===== config.mk =====
export PLATFORM = sky130hd
export DESIGN_NAME = pwmis_core
export DESIGN_NICKNAME = d
export VERILOG_FILES = /design/src/include/pwmis_pkg.sv /design/src/pwmis_core.sv /design/src/pwmis_fault_edge.sv
export VERILOG_INCLUDE_DIRS = /design/src /design/src/include
export SDC_FILE = /design/constraint.sdc
export NUM_CORES = 1
export LEC_CHECK = 0
export ABC_AREA = 1
export BUFFER_PORTS_ARGS = -buffer_cell sky130_fd_sc_hd__buf_2
export CAP_MARGIN = 40
export CORE_ASPECT_RATIO = 0.6
export CORE_MARGIN = 2
export CORE_UTILIZATION = 40
export DETAILED_ROUTE_END_ITERATION = 16
export PLACE_DENSITY = 0.64
export SETUP_SLACK_MARGIN = 0.02
export SLEW_MARGIN = 0
export SYNTH_ARGS = -nofsm -noshare
export SYNTH_HDL_FRONTEND = slang
export SYNTH_SLANG_ARGS = --single-unit
export TNS_END_PERCENT = 50

===== constraint.sdc =====
create_clock -name sys_clk -period 0.8 [get_ports sys_clk]
set_input_delay 0.08 -clock sys_clk [delete_from_list [all_inputs] [get_ports sys_clk]]
set_output_delay 0.08 -clock sys_clk [all_outputs]
set_load 0.01 [all_outputs]

===== src/include/pwmis_defines.svh =====
`ifndef PWMIS_DEFINES_SVH
`define PWMIS_DEFINES_SVH

// ****************************************
// Register offsets (byte addresses)
// ****************************************
`define PWMIS_OFF_ENA        12'h110
`define PWMIS_OFF_RAW        12'h114
`define PWMIS_OFF_MASKED     12'h118
`define PWMIS_OFF_CLR        12'h11C

// ****************************************
// Channel and source counts, field positions (lowest bit of each group of three)
// ****************************************
`define PWMIS_NUM_CH         3
`define PWMIS_NUM_SRC        30
`define PWMIS_POS_STOP       0
`define PWMIS_POS_ZERO       3
`define PWMIS_POS_PERIOD     6
`define PWMIS_POS_FLT_START  9
`define PWMIS_POS_FLT_END    12
`define PWMIS_POS_CMP_A      15
`define PWMIS_POS_CMP_B      18
`define PWMIS_POS_CBC        21
`define PWMIS_POS_OST        24
`define PWMIS_POS_CAP        27

// ****************************************
// Reset values
// ****************************************
`define PWMIS_RST_ENA        30'h00000000
`define PWMIS_RST_RAW        30'h00000000
`define PWMIS_RST_RDATA      32'h00000000

`endif


===== src/include/pwmis_pkg.sv =====
`include "pwmis_defines.svh"

package pwmis_pkg;

    typedef logic [`PWMIS_NUM_SRC-1:0] pwmis_vec_t;

    typedef enum {
        PWMIS_SEL_ENA,
        PWMIS_SEL_RAW,
        PWMIS_SEL_MASKED,
        PWMIS_SEL_CLR,
        PWMIS_SEL_NONE
    } pwmis_sel_t;

endpackage : pwmis_pkg


===== src/pwmis_core.sv =====
// The strobed register port was left to the implementer.
`timescale 1ns/1ps
`default_nettype none
`include "pwmis_defines.svh"

module pwmis_core
    import pwmis_pkg::*;
#(
    parameter int ADDR_W = 12
) (
    // Clock and reset
    input  wire logic                    sys_clk,
    input  wire logic                    reset_n,
    // Register port
    input  wire logic [ADDR_W-1:0]       addr,
    input  wire logic [31:0]             wr_data,
    input  wire logic                    wr_en,
    input  wire logic                    rd_en,
    output logic      [31:0]             rd_data,
    // Timer events, one-cycle pulses
    input  wire logic [`PWMIS_NUM_CH-1:0] timer_stop_event,
    input  wire logic [`PWMIS_NUM_CH-1:0] timer_zero_event,
    input  wire logic [`PWMIS_NUM_CH-1:0] timer_period_end_event,
    // Operator events, one-cycle pulses
    input  wire logic [`PWMIS_NUM_CH-1:0] operator_compare_a_event,
    input  wire logic [`PWMIS_NUM_CH-1:0] operator_compare_b_event,
    // Trip and capture events, one-cycle pulses
    input  wire logic [`PWMIS_NUM_CH-1:0] cycle_by_cycle_trip,
    input  wire logic [`PWMIS_NUM_CH-1:0] one_shot_trip,
    input  wire logic [`PWMIS_NUM_CH-1:0] capture_event,
    // Asynchronous fault levels, high while a fault is present
    input  wire logic [`PWMIS_NUM_CH-1:0] fault_input,
    // Interrupt request
    output logic                         irq
);

    // ****************************************
    // Declarations
    // ****************************************
    pwmis_sel_t                 sel;
    pwmis_vec_t                 ena;
    pwmis_vec_t                 raw;
    pwmis_vec_t                 masked;
    pwmis_vec_t                 set_vec;
    pwmis_vec_t                 clr_vec;
    pwmis_vec_t                 next_raw;
    logic [`PWMIS_NUM_CH-1:0]   flt_start;
    logic [`PWMIS_NUM_CH-1:0]   flt_end;

    // ****************************************
    // Fault edge detection
    // ****************************************
    pwmis_fault_edge #(
        .N           (`PWMIS_NUM_CH)
    ) u_fault_edge (
        .sys_clk     (sys_clk),
        .reset_n     (reset_n),
        .fault_pin   (fault_input),
        .start_pulse (flt_start),
        .end_pulse   (flt_end)
    );

    // ****************************************
    // Address decode
    // ****************************************
    always_comb begin
        case (addr)
            ADDR_W'(`PWMIS_OFF_ENA):    sel = PWMIS_SEL_ENA;
            ADDR_W'(`PWMIS_OFF_RAW):    sel = PWMIS_SEL_RAW;
            ADDR_W'(`PWMIS_OFF_MASKED): sel = PWMIS_SEL_MASKED;
            ADDR_W'(`PWMIS_OFF_CLR):    sel = PWMIS_SEL_CLR;
            default:                    sel = PWMIS_SEL_NONE;
        endcase
    end

    // ****************************************
    // Enable register
    // ****************************************
    always_ff @(posedge sys_clk or negedge reset_n) begin
        if (!reset_n) begin
            ena <= `PWMIS_RST_ENA;
        end else if (wr_en && sel == PWMIS_SEL_ENA) begin
            ena <= wr_data[`PWMIS_NUM_SRC-1:0];
        end
    end

    // ****************************************
    // Raw status
    // ****************************************
    assign set_vec = {capture_event,
                      one_shot_trip,
                      cycle_by_cycle_trip,
                      operator_compare_b_event,
                      operator_compare_a_event,
                      flt_end,
                      flt_start,
                      timer_period_end_event,
                      timer_zero_event,
                      timer_stop_event};

    // Writes to the raw and masked words are ignored
    assign clr_vec = (wr_en && sel == PWMIS_SEL_CLR) ?
                     wr_data[`PWMIS_NUM_SRC-1:0] : '0;

    genvar b;
    generate
        for (b = 0; b < `PWMIS_NUM_SRC; b++) begin : g_raw
            // Set wins, so an event in the clearing cycle is kept
            assign next_raw[b] = set_vec[b] | (raw[b] & ~clr_vec[b]);
            always_ff @(posedge sys_clk or negedge reset_n) begin
                if (!reset_n) begin
                    raw[b] <= 1'b0;
                end else begin
                    raw[b] <= next_raw[b];
                end
            end
        end
    endgenerate

    assign masked = raw & ena;

    // Combinational OR of raw & ena flops, not registered itself
    assign irq = |masked;

    // ****************************************
    // Read path
    // ****************************************
    always_ff @(posedge sys_clk or negedge reset_n) begin
        if (!reset_n) begin
            rd_data <= `PWMIS_RST_RDATA;
        end else if (rd_en) begin
            case (sel)
                PWMIS_SEL_ENA:    rd_data <= {2'b00, ena};
                PWMIS_SEL_RAW:    rd_data <= {2'b00, raw};
                PWMIS_SEL_MASKED: rd_data <= {2'b00, masked};
                default:          rd_data <= `PWMIS_RST_RDATA;
            endcase
        end else begin
            // Data stand only in the cycle after the strobe
            rd_data <= `PWMIS_RST_RDATA;
        end
    end
endmodule : pwmis_core

`default_nettype wire


===== src/pwmis_fault_edge.sv =====
`timescale 1ns/1ps
`default_nettype none

module pwmis_fault_edge #(
    parameter int N = 3
) (
    // Clock and reset
    input  wire logic         sys_clk,
    input  wire logic         reset_n,
    // Asynchronous fault pins
    input  wire logic [N-1:0] fault_pin,
    // One-cycle pulses on start and end of each fault
    output logic      [N-1:0] start_pulse,
    output logic      [N-1:0] end_pulse
);

    logic [N-1:0] sync_a;
    logic [N-1:0] sync_b;
    logic [N-1:0] level_q;

    genvar i;
    generate
        for (i = 0; i < N; i++) begin : g_ch
            // Only sync_b reads sync_a; edges are taken after the pair
            always_ff @(posedge sys_clk or negedge reset_n) begin
                if (!reset_n) begin
                    sync_a[i]      <= 1'b0;
                    sync_b[i]      <= 1'b0;
                    level_q[i]     <= 1'b0;
                    start_pulse[i] <= 1'b0;
                    end_pulse[i]   <= 1'b0;
                end else begin
                    sync_a[i]      <= fault_pin[i];
                    sync_b[i]      <= sync_a[i];
                    level_q[i]     <= sync_b[i];
                    start_pulse[i] <= sync_b[i] & ~level_q[i];
                    end_pulse[i]   <= ~sync_b[i] & level_q[i];
                end
            end
        end
    endgenerate

endmodule : pwmis_fault_edge

`default_nettype wire


-- After elaboration in Yosys (flattened, before gate mapping)
Cells that the tools add are included.
- bits in registers: 105
- input port bits: 75
- output and inout port bits: 33
- word-level logic and storage cells: 166
- equal/unequal tests: 7
- muxes and demuxes: 4
- bitwise logic cells: 103
- reduce and logical (&&, ||, !) cells: 5
- operator list (cell ; number):
    30-bit case mux with 3 select lines ; 1
    32-bit zero test ; 2
    30-bit two-way mux ; 2
    12-bit by 9-bit equality test with 1-bit output (second input constant) ; 4
    1-bit bitwise AND ; 36
    1-bit NOT ; 36
    32-bit by 3-bit equality test with 1-bit output (second input constant) ; 1
    30-bit bitwise AND ; 1
    1-bit OR ; 30
    30-bit OR reduction ; 1
    3-bit case mux with 4 select lines ; 1
    3-bit by 1-bit equality test with 1-bit output (second input constant) ; 1
    3-bit by 2-bit equality test with 1-bit output (second input constant) ; 1
    1-bit logical AND ; 2

-- Logic depth before layout (Yosys ltp)
Gate-level depths: netlist (run 1).
- word-level depth: 8
- depth in mapped cells: 10
- gate-level depth less buffers: 8

-- Cells and area by module
From an unflattened synthesis (run 1), not the netlist that was laid out.
- cells, all modules: 614
- area total of the unflattened synthesis: 4997.3 um^2
- by module, submodules not included (module ; times used ; cells each ; area an instance (um^2) ; seq. area each (um^2)):
    pwmis_core ; 1 ; 587 ; 4576.9 ; 2252.2
    pwmis_fault_edge ; 1 ; 27 ; 420.4 ; 375.4

-- Worst setup path before layout (run 1)
Ideal clock, no wire load.
- kind: input to register
- start: input addr[8]
- end: register raw[0]
- setup time: 0.120 ns
- arrival: 0.907 ns
- data required time: 0.680 ns
- setup slack: -0.227 ns
- cell stages on the path: 9
- path buffers: 2
- cells stage by stage: inv_1 > nor2_1 > nand2_1 > nor2_1 > buf_4 > nand3_2 > buf_2 > o21ai_1 > nand2_1
- word-level cells in the longest chain between the ends: 8
- elaborated cells between the ends (all ways): 11
- RTL lines (element ; line ; source):
    from (decl) ; pwmis_core.sv:15 ; input wire logic [ADDR_W-1:0] addr,
    12-bit by 9-bit equality test with 1-bit output ; pwmis_core.sv:67 ; case (addr)
    3-bit case mux with 4 select lines * ; pwmis_core.sv:67 ;
    32-bit by 3-bit equality test with 1-bit output * ; pwmis_core.sv:102 ; assign clr_vec = (wr_en && sel == PWMIS_SEL_CLR) ?
    1-bit logical AND * ; pwmis_core.sv:102 ;
    30-bit two-way mux * ; pwmis_core.sv:102 ;
    1-bit NOT * ; pwmis_core.sv:109 ; assign next_raw[b] = set_vec[b] | (raw[b] & ~clr_vec[b]);
    1-bit bitwise AND * ; pwmis_core.sv:109 ;
    1-bit OR * ; pwmis_core.sv:109 ;
    net next_raw[0] ; pwmis_core.sv:46 ; pwmis_vec_t next_raw;
    to (signal, indexed assignment) ; pwmis_core.sv:114 ; raw[b] <= next_raw[b];
    to (decl) ; pwmis_core.sv:42 ; pwmis_vec_t raw;
Mark *: on every way through the listed nets, which the timed path passes. The rest lies on a longest branch.
A chain may end at the register's enable or synchronous reset.

-- Worst setup path after layout (run 1)
- start: register raw[6]
- end: output irq
- word-level cells in the longest chain between the ends: 2
- RTL lines (element ; line ; source):
    30-bit bitwise AND ; pwmis_core.sv:120 ; assign masked = raw & ena;
    30-bit OR reduction ; pwmis_core.sv:123 ; assign irq = |masked;
    to (decl) ; pwmis_core.sv:34 ; output logic irq
No other way between the ends.

==> impl_metrics.yaml, run 1 <==
cells_and_area:
  multi_input_area_um2: 2137
  antennaDiodeCount: 0
  regArea_um2: 2628
  drive_above_1_share_pct: 40.79
  area_growth_pct: 58.80
  fin_nets: 906
  fillers: 949
synth:
  ys_types: 18
  ys_top_cells_by_count: "130 x inv_1, 124 x nand2_1, 105 x dfrtp_1, 99 x nand4_1, 60 x o21ai_1"
  yosysTopAreaCell: "dfrtp_1"
  syn-instance-count: 614
  synth.avg_cell_area_um2: 8.106
  synth_top_area_share_pct: 52.79
  yosysWarnings: 0
  synth_edf_count: 0
  synth_area_um2: 4977
  synth_most_common_cell: "inv_1"
  ys_ff_latch: 105
  synth-async-reset-ratio_pct: 100.0
  ys.flop_type: "dfrtp_1"
  synth.top_cells.by_area: "dfrtp_1 53%, nand4_1 12%, inv_1 9.8%"
  ys_seq_area_share_pct: 52.79
sta:
  finalHoldViolations: 1
  rsz0062_at_grt: "true"
  setup_viol: 121
  fin_crit_sh_pct: 197.3
  fin_skew_ns: 0.006973
  clock.fmax_mhz: 633.6
  drv_slew: 0
  holdWs_ns: -0.004027
  fin_tns_setup_ns: -14.73
  setup_ws_ns: -0.7783
  fin_crit_ns: 1.578
route:
  ant_nets: 0
  routed_wl_um: 16290
  avgViaCountPerCell: 5.255
  vias: 5260
  drt_iter0_markers: 627
  firstDrtPassIters: 6
  route.detailed.drc: 0
  wl_per_cell_um: 16.27
pwr:
  total_leakage_power_nw: 4.326
  power_density_nw_per_um2: 1363
  ir_drop_uv: 1016
  power_w: 0.01077
status:
  violations: "hold timing, setup timing"
  status: "finished, violations left"
setup_path:
  required_ns: 0.72
  path_max_fanout: 2
  startpoint_type: "flip-flop"
  cp-end-kind: "output pin"
  crit_type: "reg2out"
  cp_data_arrival_time_ns: 1.50
floorplan:
  dieWidth_um: 148.0
  rows: 31
  io_pins: 108
  fp.coreArea_um2: 12100
  initial_utilization_pct: 41.13
  die_h_um: 90.41
  dieArea_um2: 13380
clock_tree:
  numClockSinks: 105
  clk_pin_slew_ns: 0.08
  tritoncts: "yes"
  numCtsBuffers: 9
  clk_latency_ns: 0.36
  cts_root_buf: "clkbuf_16"
  h-tree-depth: 3
  cts_buffer_depth: 2
min_path:
  hold_path_class: "in2reg"
global_routing:
  grt_pass1_vias: 4994
  grt_max_degree: 45
  grt_pass1_wl_um: 24530
  antenna_found_initial: 0
  grt_use_total_pct: 23.29
  grt_overflow_total: 0
place:
  place_hpwl_um: 9452
  place_ws_ns: -0.5963
  place_congestion: 0.8686
  portBuffers: 103
job:
  drv_cap: 0
## flip-flops by register name, summed over array words and instances, names as in the netlist
name and cells:
ena 30, raw 30, rd_data 30, u_fault_edge.end_pulse 3
u_fault_edge.level_q 3, u_fault_edge.start_pulse 3, u_fault_edge.sync_a 3, u_fault_edge.sync_b 3
## report_power, final
part           total, W  internal [W]  switching [W]
registers       0.00537       0.00535      0.0000217
logic          0.000986      0.000439       0.000547
clock network   0.00442       0.00220        0.00222
total            0.0108       0.00799        0.00279
## kinds of logic after synthesis
family                 Yosys count  synth area share [%]
other                            1               0.07534
AOI/OAI and AO/OA               60                 6.033
DFF                            105                 52.79
buffers and inverters          174                 14.18
and+or+nand+nor                274                 26.92
## worst paths after layout
kind                                              from                endpoint  slack, ns  depth (start not counted)
worst max register to register                  raw[7]              rd_data[7]      -0.22                          7
min in group asynchronous                      reset_n                 ena[17]       0.12                          2
worst min register to register  u_fault_edge.sync_a[0]  u_fault_edge.sync_b[0]       0.36                          0
worst max-delay path                            raw[6]                     irq      -0.78                          5
max in group asynchronous                      reset_n                  raw[4]       0.19                          3
worst min-delay path                       wr_data[11]                 ena[11]     -0.004                          3
## timing repair
| item | 4_1_cts | 5_1_grt |
|---|---|---|
| gates resized for setup | 64 | 129 |
| cloned | 7 | 3 |
| buffers inserted | 17 | 11 |
| hold buffers | 41 | 0 |
| setup endpoints to repair | 121 | 121 |
| pin swaps | 37 | 41 |
| endpoints found under the hold margin | 145 | 0 |
## cell usage in the layout, fill, tap and decap left out
master	Yosys	layout
nor2_1	16	8
nand3_1	30	28
nor3_1	1	1
o21ai_2	0	41
clkinv_8	0	1
inv_2	1	9
nand3_4	0	1
clkbuf_16	0	11
nand3_2	1	2
buf_4	6	54
inv_6	0	5
buf_12	0	6
dfrtp_1	105	105
buf_2	24	97
o21ai_1	60	18
buf_6	0	40
inv_1	130	120
nand2_4	0	25
dlygate4sd3_1	0	41
nor2_2	1	4
nand4_1	99	99
nand2_1	124	73
buf_16	0	8
o21ai_4	0	1
nor2_4	1	6
clkinv_4	0	1
inv_4	0	2
conb_1	1	2
nor4_4	0	1
nand2_2	0	26
## critical path, cell delays in order (launching register included)
cell and delay, ns:
dfrtp_1 0.41, nand2_1 0.15, nand4_1 0.15, nor2_2 0.15, nand4_1 0.11, buf_2 0.16
## routing by layer
metal  global-route usage, %  wire [µm]  up-vias
met4                   5.397        362        0
met3                   5.606       1403       50
met2                   36.88       7597      280
met5                       0          0        -
li1                        -          -     2432
met1                   32.54       6927     2498
## layout make-up
class                   count  share of cell area [%]
flip-flops and latches    105                   33.24
well taps                 165                   2.612
clock buffers               9                   2.849
inverters                 131                   6.285
repair buffers            248                   27.10
multi-input cells         336                   27.04
clock inverters             7                  0.8707
## per-stage QoR
| stage | utilization, % | std cells | instance area (µm²) |
|---|---|---|---|
| 6_report | 65.31 | 1001 | 7904 |
| 5_1_grt | 65.31 | 1001 | 7904 |
| 4_1_cts | 60.78 | 994 | 7356 |
| 3_5_place_dp | 51.16 | 918 | 6191 |
| 3_3_place_gp | 51.16 | 918 | 6191 |
| 2_1_floorplan | - | 615 | 5007 |
No activity file was read; power rests on OpenSTA's default activity.
==> inputs of run 2 (changes only) <==
Settings changed: REMOVE_ABC_BUFFERS from default to 1, TNS_END_PERCENT 50 to default.
==> impl_metrics.yaml, run 2 (synthesis results as in run 1) <==
pwr:
  total_leakage_power_nw: 4.865
  p_sw_share_pct: 24.23
  power_frac_seq_pct: 46.8
  clock_power_share_pct: 43.5
  p_int_w: 0.008689
  switchingPower_w: 0.002778
  combPwrFrac_pct: 9.6
  power_density_nw_per_um2: 1307
  ir_drop_uv: 1037
  power_w: 0.01147
route:
  wl_per_cell_um: 20.75
  ant_nets: 0
  firstDrtPassIters: 5
  routed_wl_um: 21210
  drt_iter0_markers: 653
  vias: 5694
  route.detailed.drc: 0
  avgViaCountPerCell: 5.571
cells_and_area:
  most-common-layout-cells: "110 x inv_1, 105 x dfrtp_1, 99 x nand4_1"
  final_common_cell: "inv_1"
  drive_above_1_share_pct: 49.12
  antennaDiodeCount: 0
  fin_nets: 927
  area_growth_pct: 76.22
  reg.largest.list: "ena x30, raw x30, rd_data x30"
status:
  violations: "hold timing, setup timing"
  status: "finished, violations left"
sta:
  setup_viol: 121
  drv_slew: 0
  fin_crit_sh_pct: 204.2
  finalHoldViolations: 3
  fin_skew_ns: 0.01402
  clock.fmax_mhz: 612.0
  rsz0062_at_grt: "true"
  setup_ws_ns: -0.8339
  holdWs_ns: -0.001914
  fin_tns_setup_ns: -25.78
  fin_crit_ns: 1.634
clock_tree:
  clk_latency_ns: 0.36
  clk_pin_slew_ns: 0.07
  tritoncts: "yes"
  numCtsBuffers: 9
  h-tree-depth: 3
  cts_root_buf: "clkbuf_16"
  numClockSinks: 105
  cts_buffer_depth: 2
global_routing:
  grt_use_total_pct: 29.86
  grt_pass1_vias: 5695
  grt_overflow_total: 0
  grt_max_degree: 31
  grt_pass1_wl_um: 30350
  antenna_found_initial: 0
floorplan:
  fp.coreArea_um2: 12100
  dieWidth_um: 148.0
  rows: 31
  dieArea_um2: 13380
  die_h_um: 90.41
  io_pins: 108
  initial_utilization_pct: 41.13
setup_path:
  cpPeakStageDelay_ns: 0.39
  cp-end-kind: "output pin"
  cp_data_arrival_time_ns: 1.55
  startpoint_type: "flip-flop"
  path_max_fanout: 2
  cp_slowest_cell: "dfrtp_1"
  cpMostUsedCell: "nand4_1"
  required_ns: 0.72
  crit_type: "reg2out"
  crit_chain: "nand2_2 -> nand4_1 -> nor2_2 -> nand4_1 -> buf_2"
min_path:
  hold_path_class: "in2reg"
place:
  place_hpwl_um: 9531
  place_congestion: 0.8534
  portBuffers: 103
job:
  drv_cap: 0
-- run 2: metrics by stage --
stage          utilization (%)  worst slack [ns]  hold WS, ns  std cells  cell area [µm²]
4_1_cts                  68.53           -0.7376    0.0006865       1018             8293
5_1_grt                  72.48           -0.8826      0.01799       1022             8771
6_report                 72.48           -0.8339    -0.001914       1022             8771
2_1_floorplan                -            -5.126      -0.2156        572             4767
3_5_place_dp             51.76           -0.5438    -0.005143        922             6264
3_3_place_gp             51.76           -0.5218    -0.008023        922             6264
-- run 2: path summary, 6_finish.rpt --
check                                        from                endpoint  slack (ns)  cells after the start
setup reg to reg                          raw[29]             rd_data[29]       -0.29                      7
min in group asynchronous                 reset_n                 raw[10]        0.16                      2
hold / removal                        wr_data[18]                 ena[18]      -0.002                      3
setup / recovery                           ena[3]                     irq       -0.83                      5
hold reg to reg            u_fault_edge.sync_a[0]  u_fault_edge.sync_b[0]        0.35                      0
max in group asynchronous                 reset_n                 raw[22]        0.11                      3
-- run 2: critical path, delay by kind of cell, from the launching register on --
family / cells / cell delay [ns]
buf+inv: 1 / 0.16
flops: 1 / 0.39
simple gates: 4 / 0.64
-- run 2: power groups by stage --
stage	Sequential (W)	Clock (W)	Combinational, W
2_1_floorplan	0.00547	0	0.000204
3_3_place_gp	0.00547	0	0.000744
3_5_place_dp	0.00547	0	0.000756
4_1_cts	0.00537	0.00498	0.00101
5_1_grt	0.00537	0.00519	0.00118
6_report	0.00537	0.00499	0.00111
-- run 2: timing repair --
item	in CTS	in global routing
hold endpoints to repair	137	0
hold buffers	33	0
pin swaps	40	64
gates cloned	22	9
resized for setup	171	117
setup buffers	26	10
endpoints found under the setup margin	121	121
-- run 2: layout make-up --
cell class,instances,area (µm²)
Inverter,131,496.7
Clock buffer,11,242.7
Timing Repair Buffer,269,2733
Multi-Input combinational cell,336,2380
Fill cell,823,3331
Clock inverter,5,85.08
Tap cell,165,206.4
Sequential cell,105,2628
-- run 2: layer usage --
| layer | up-vias | GRT usage, % | wire length, µm |
|---|---|---|---|
| li1 | 2484 | - | - |
| met1 | 2713 | 40.98 | 8432 |
| met2 | 412 | 45.76 | 9514 |
| met3 | 85 | 8.737 | 2561 |
| met4 | 0 | 9.444 | 698 |
| met5 | - | 0 | 0 |
==> inputs of run 3 (changes only) <==
--- a/config.mk
+++ b/config.mk
@@ -17,4 +17,5 @@
 export REMOVE_ABC_BUFFERS = 1
 export SETUP_SLACK_MARGIN = 0.02
+export SKIP_CTS_REPAIR_TIMING = 1
 export SLEW_MARGIN = 0
 export SYNTH_ARGS = -nofsm -noshare
==> constraint.sdc (replaced) <==
create_clock -name sys_clk -period 0.8 [get_ports sys_clk]
set_input_delay 0.08 -clock sys_clk [delete_from_list [all_inputs] [get_ports sys_clk]]
set_output_delay 0.08 -clock sys_clk [all_outputs]
set_load 0.02 [all_outputs]
==> impl_metrics.yaml, run 3 (synthesis results as in run 1) <==
status:
  status: "finished, violations left"
  violations: "hold timing, setup timing"
cells_and_area:
  area_growth_pct: 66.04
  antennaDiodeCount: 0
  utilization_pct: 68.29
  drive_above_1_share_pct: 44.64
  final_common_cell: "inv_1"
  fin_nets: 910
  most-common-layout-cells: "111 x inv_1, 104 x dfrtp_1, 99 x nand4_1"
  final_cells: 1005
  reg.largest.list: "ena x30, raw x30, rd_data x30"
  fillers: 907
global_routing:
  grt_use_total_pct: 21.36
  grt_overflow_total: 0
  grt_pass1_wl_um: 22540
  grt_max_degree: 61
  grt_pass1_vias: 4582
  antenna_found_initial: 0
sta:
  rsz0062_at_grt: "true"
  drv_slew: 0
  fin_crit_sh_pct: 199.0
  setup_viol: 121
  clock.fmax_mhz: 628.2
  fin_skew_ns: 0.006949
  finalHoldViolations: 2
  holdWs_ns: -0.007915
  fin_crit_ns: 1.592
  setup_ws_ns: -0.7919
pwr:
  ir_drop_uv: 1008
  total_leakage_power_nw: 4.542
  power_density_nw_per_um2: 1298
floorplan:
  fp.coreArea_um2: 12100
  dieWidth_um: 148.0
  rows: 31
  io_pins: 108
  die_h_um: 90.41
  initial_utilization_pct: 41.13
  dieArea_um2: 13380
job:
  drv_cap: 0
setup_path:
  required_ns: 0.72
  cp_num_buf_inv: 1
  cp_slowest_cell: "dfrtp_1"
  crit_family: "simple AND/OR/NAND/NOR gates"
  cp-end-kind: "output pin"
  cp_data_arrival_time_ns: 1.51
  startpoint_type: "flip-flop"
  cpPeakStageDelay_ns: 0.40
  crit_type: "reg2out"
  path_max_fanout: 2
  crit_chain: "nand2_2 -> nand4_1 -> nor3_1 -> nand4_1 -> buf_4"
  cpMostUsedCell: "nand4_1"
place:
  dp_cells: 922
  place_hpwl_um: 9368
  portBuffers: 103
  place_ws_ns: -0.5258
  place_congestion: 0.8286
route:
  route.detailed.drc: 0
  firstDrtPassIters: 6
  routed_wl_um: 19400
  drt_iter0_markers: 489
  ant_nets: 0
  wl_per_cell_um: 19.30
  vias: 5471
  avgViaCountPerCell: 5.444
clock_tree:
  tritoncts: "yes"
  cts_root_buf: "clkbuf_16"
  numClockSinks: 105
  h-tree-depth: 3
  cts_buffer_depth: 2
  clk_pin_slew_ns: 0.07
  clk_latency_ns: 0.36
  numCtsBuffers: 9
min_path:
  hold_path_class: "in2reg"
## run 3: cell count changes in the layout (fill, tap and decap cells not counted), sizes merged
cell         previous run  this run
clkbuf                 20        26
inv                   133       132
bufinv                  2         0
clkinvlp                0         2
dlygate4sd3            33        30
clkinv                  1         2
buf                   227       207
## run 3: final timing paths
check / cells past startpoint / startpoint / slack [ns] / end
worst max register to register: 7 / raw[29] / -0.28 / rd_data[29]
worst min register to register: 0 / u_fault_edge.sync_a[2] / 0.35 / u_fault_edge.sync_b[2]
min in group asynchronous: 2 / reset_n / 0.16 / raw[21]
worst min-delay path: 3 / wr_data[5] / -0.008 / ena[5]
worst max-delay path: 5 / ena[24] / -0.79 / irq
max in group asynchronous: 3 / reset_n / 0.11 / raw[29]
## run 3: metrics by stage
step / total power (W) / hold slack [ns] / instance area [µm²] / TNS [ns]
3_3_place_gp: 0.006220 / -0.01545 / 6264 / -40.43
3_5_place_dp: 0.006237 / -0.01410 / 6264 / -43.28
4_1_cts: 0.01044 / -0.3829 / 6546 / -16.56
5_1_grt: 0.01103 / 0.003567 / 8264 / -31.15
2_1_floorplan: 0.005683 / -0.2156 / 4767 / -354.14
6_report: 0.01072 / -0.007915 / 8264 / -26.26
## run 3: per-layer routing
layer  global-route usage [%]  part of all wire (%)  vias to the layer above
met2                    31.83                    45                      321
met3                    5.051                    11                       60
met4                    6.111                   2.6                        0
met5                        0                     0                        -
li1                         -                     -                     2445
met1                    31.09                    42                     2645
## run 3: area by class of cell
| cell class | instances | area [µm²] | share of cell area [%] |
|---|---|---|---|
| Clock inverter | 5 | 40.04 | 0.4845 |
| Inverter | 131 | 494.2 | 5.980 |
| Sequential cell | 105 | 2629 | 31.81 |
| Timing Repair Buffer | 252 | 2510 | 30.37 |
| Clock buffer | 11 | 242.7 | 2.937 |
| Multi-Input combinational cell | 336 | 2142 | 25.92 |
| Tap cell | 165 | 206.4 | 2.498 |
## run 3: power by group
| part | internal (W) | switching, W | total, W |
|---|---|---|---|
| clock network | 0.00222 | 0.00205 | 0.00427 |
| registers | 0.00535 | 0.0000199 | 0.00537 |
| logic | 0.000471 | 0.000612 | 0.00108 |
## run 3: worst reg2reg max path: cells and delay by family, from the launching register on
| family | cells | cell delay, ns |
|---|---|---|
| flip-flops | 1 | 0.46 |
| AND/OR/NAND/NOR | 4 | 0.35 |
| buffers and inverters | 3 | 0.18 |
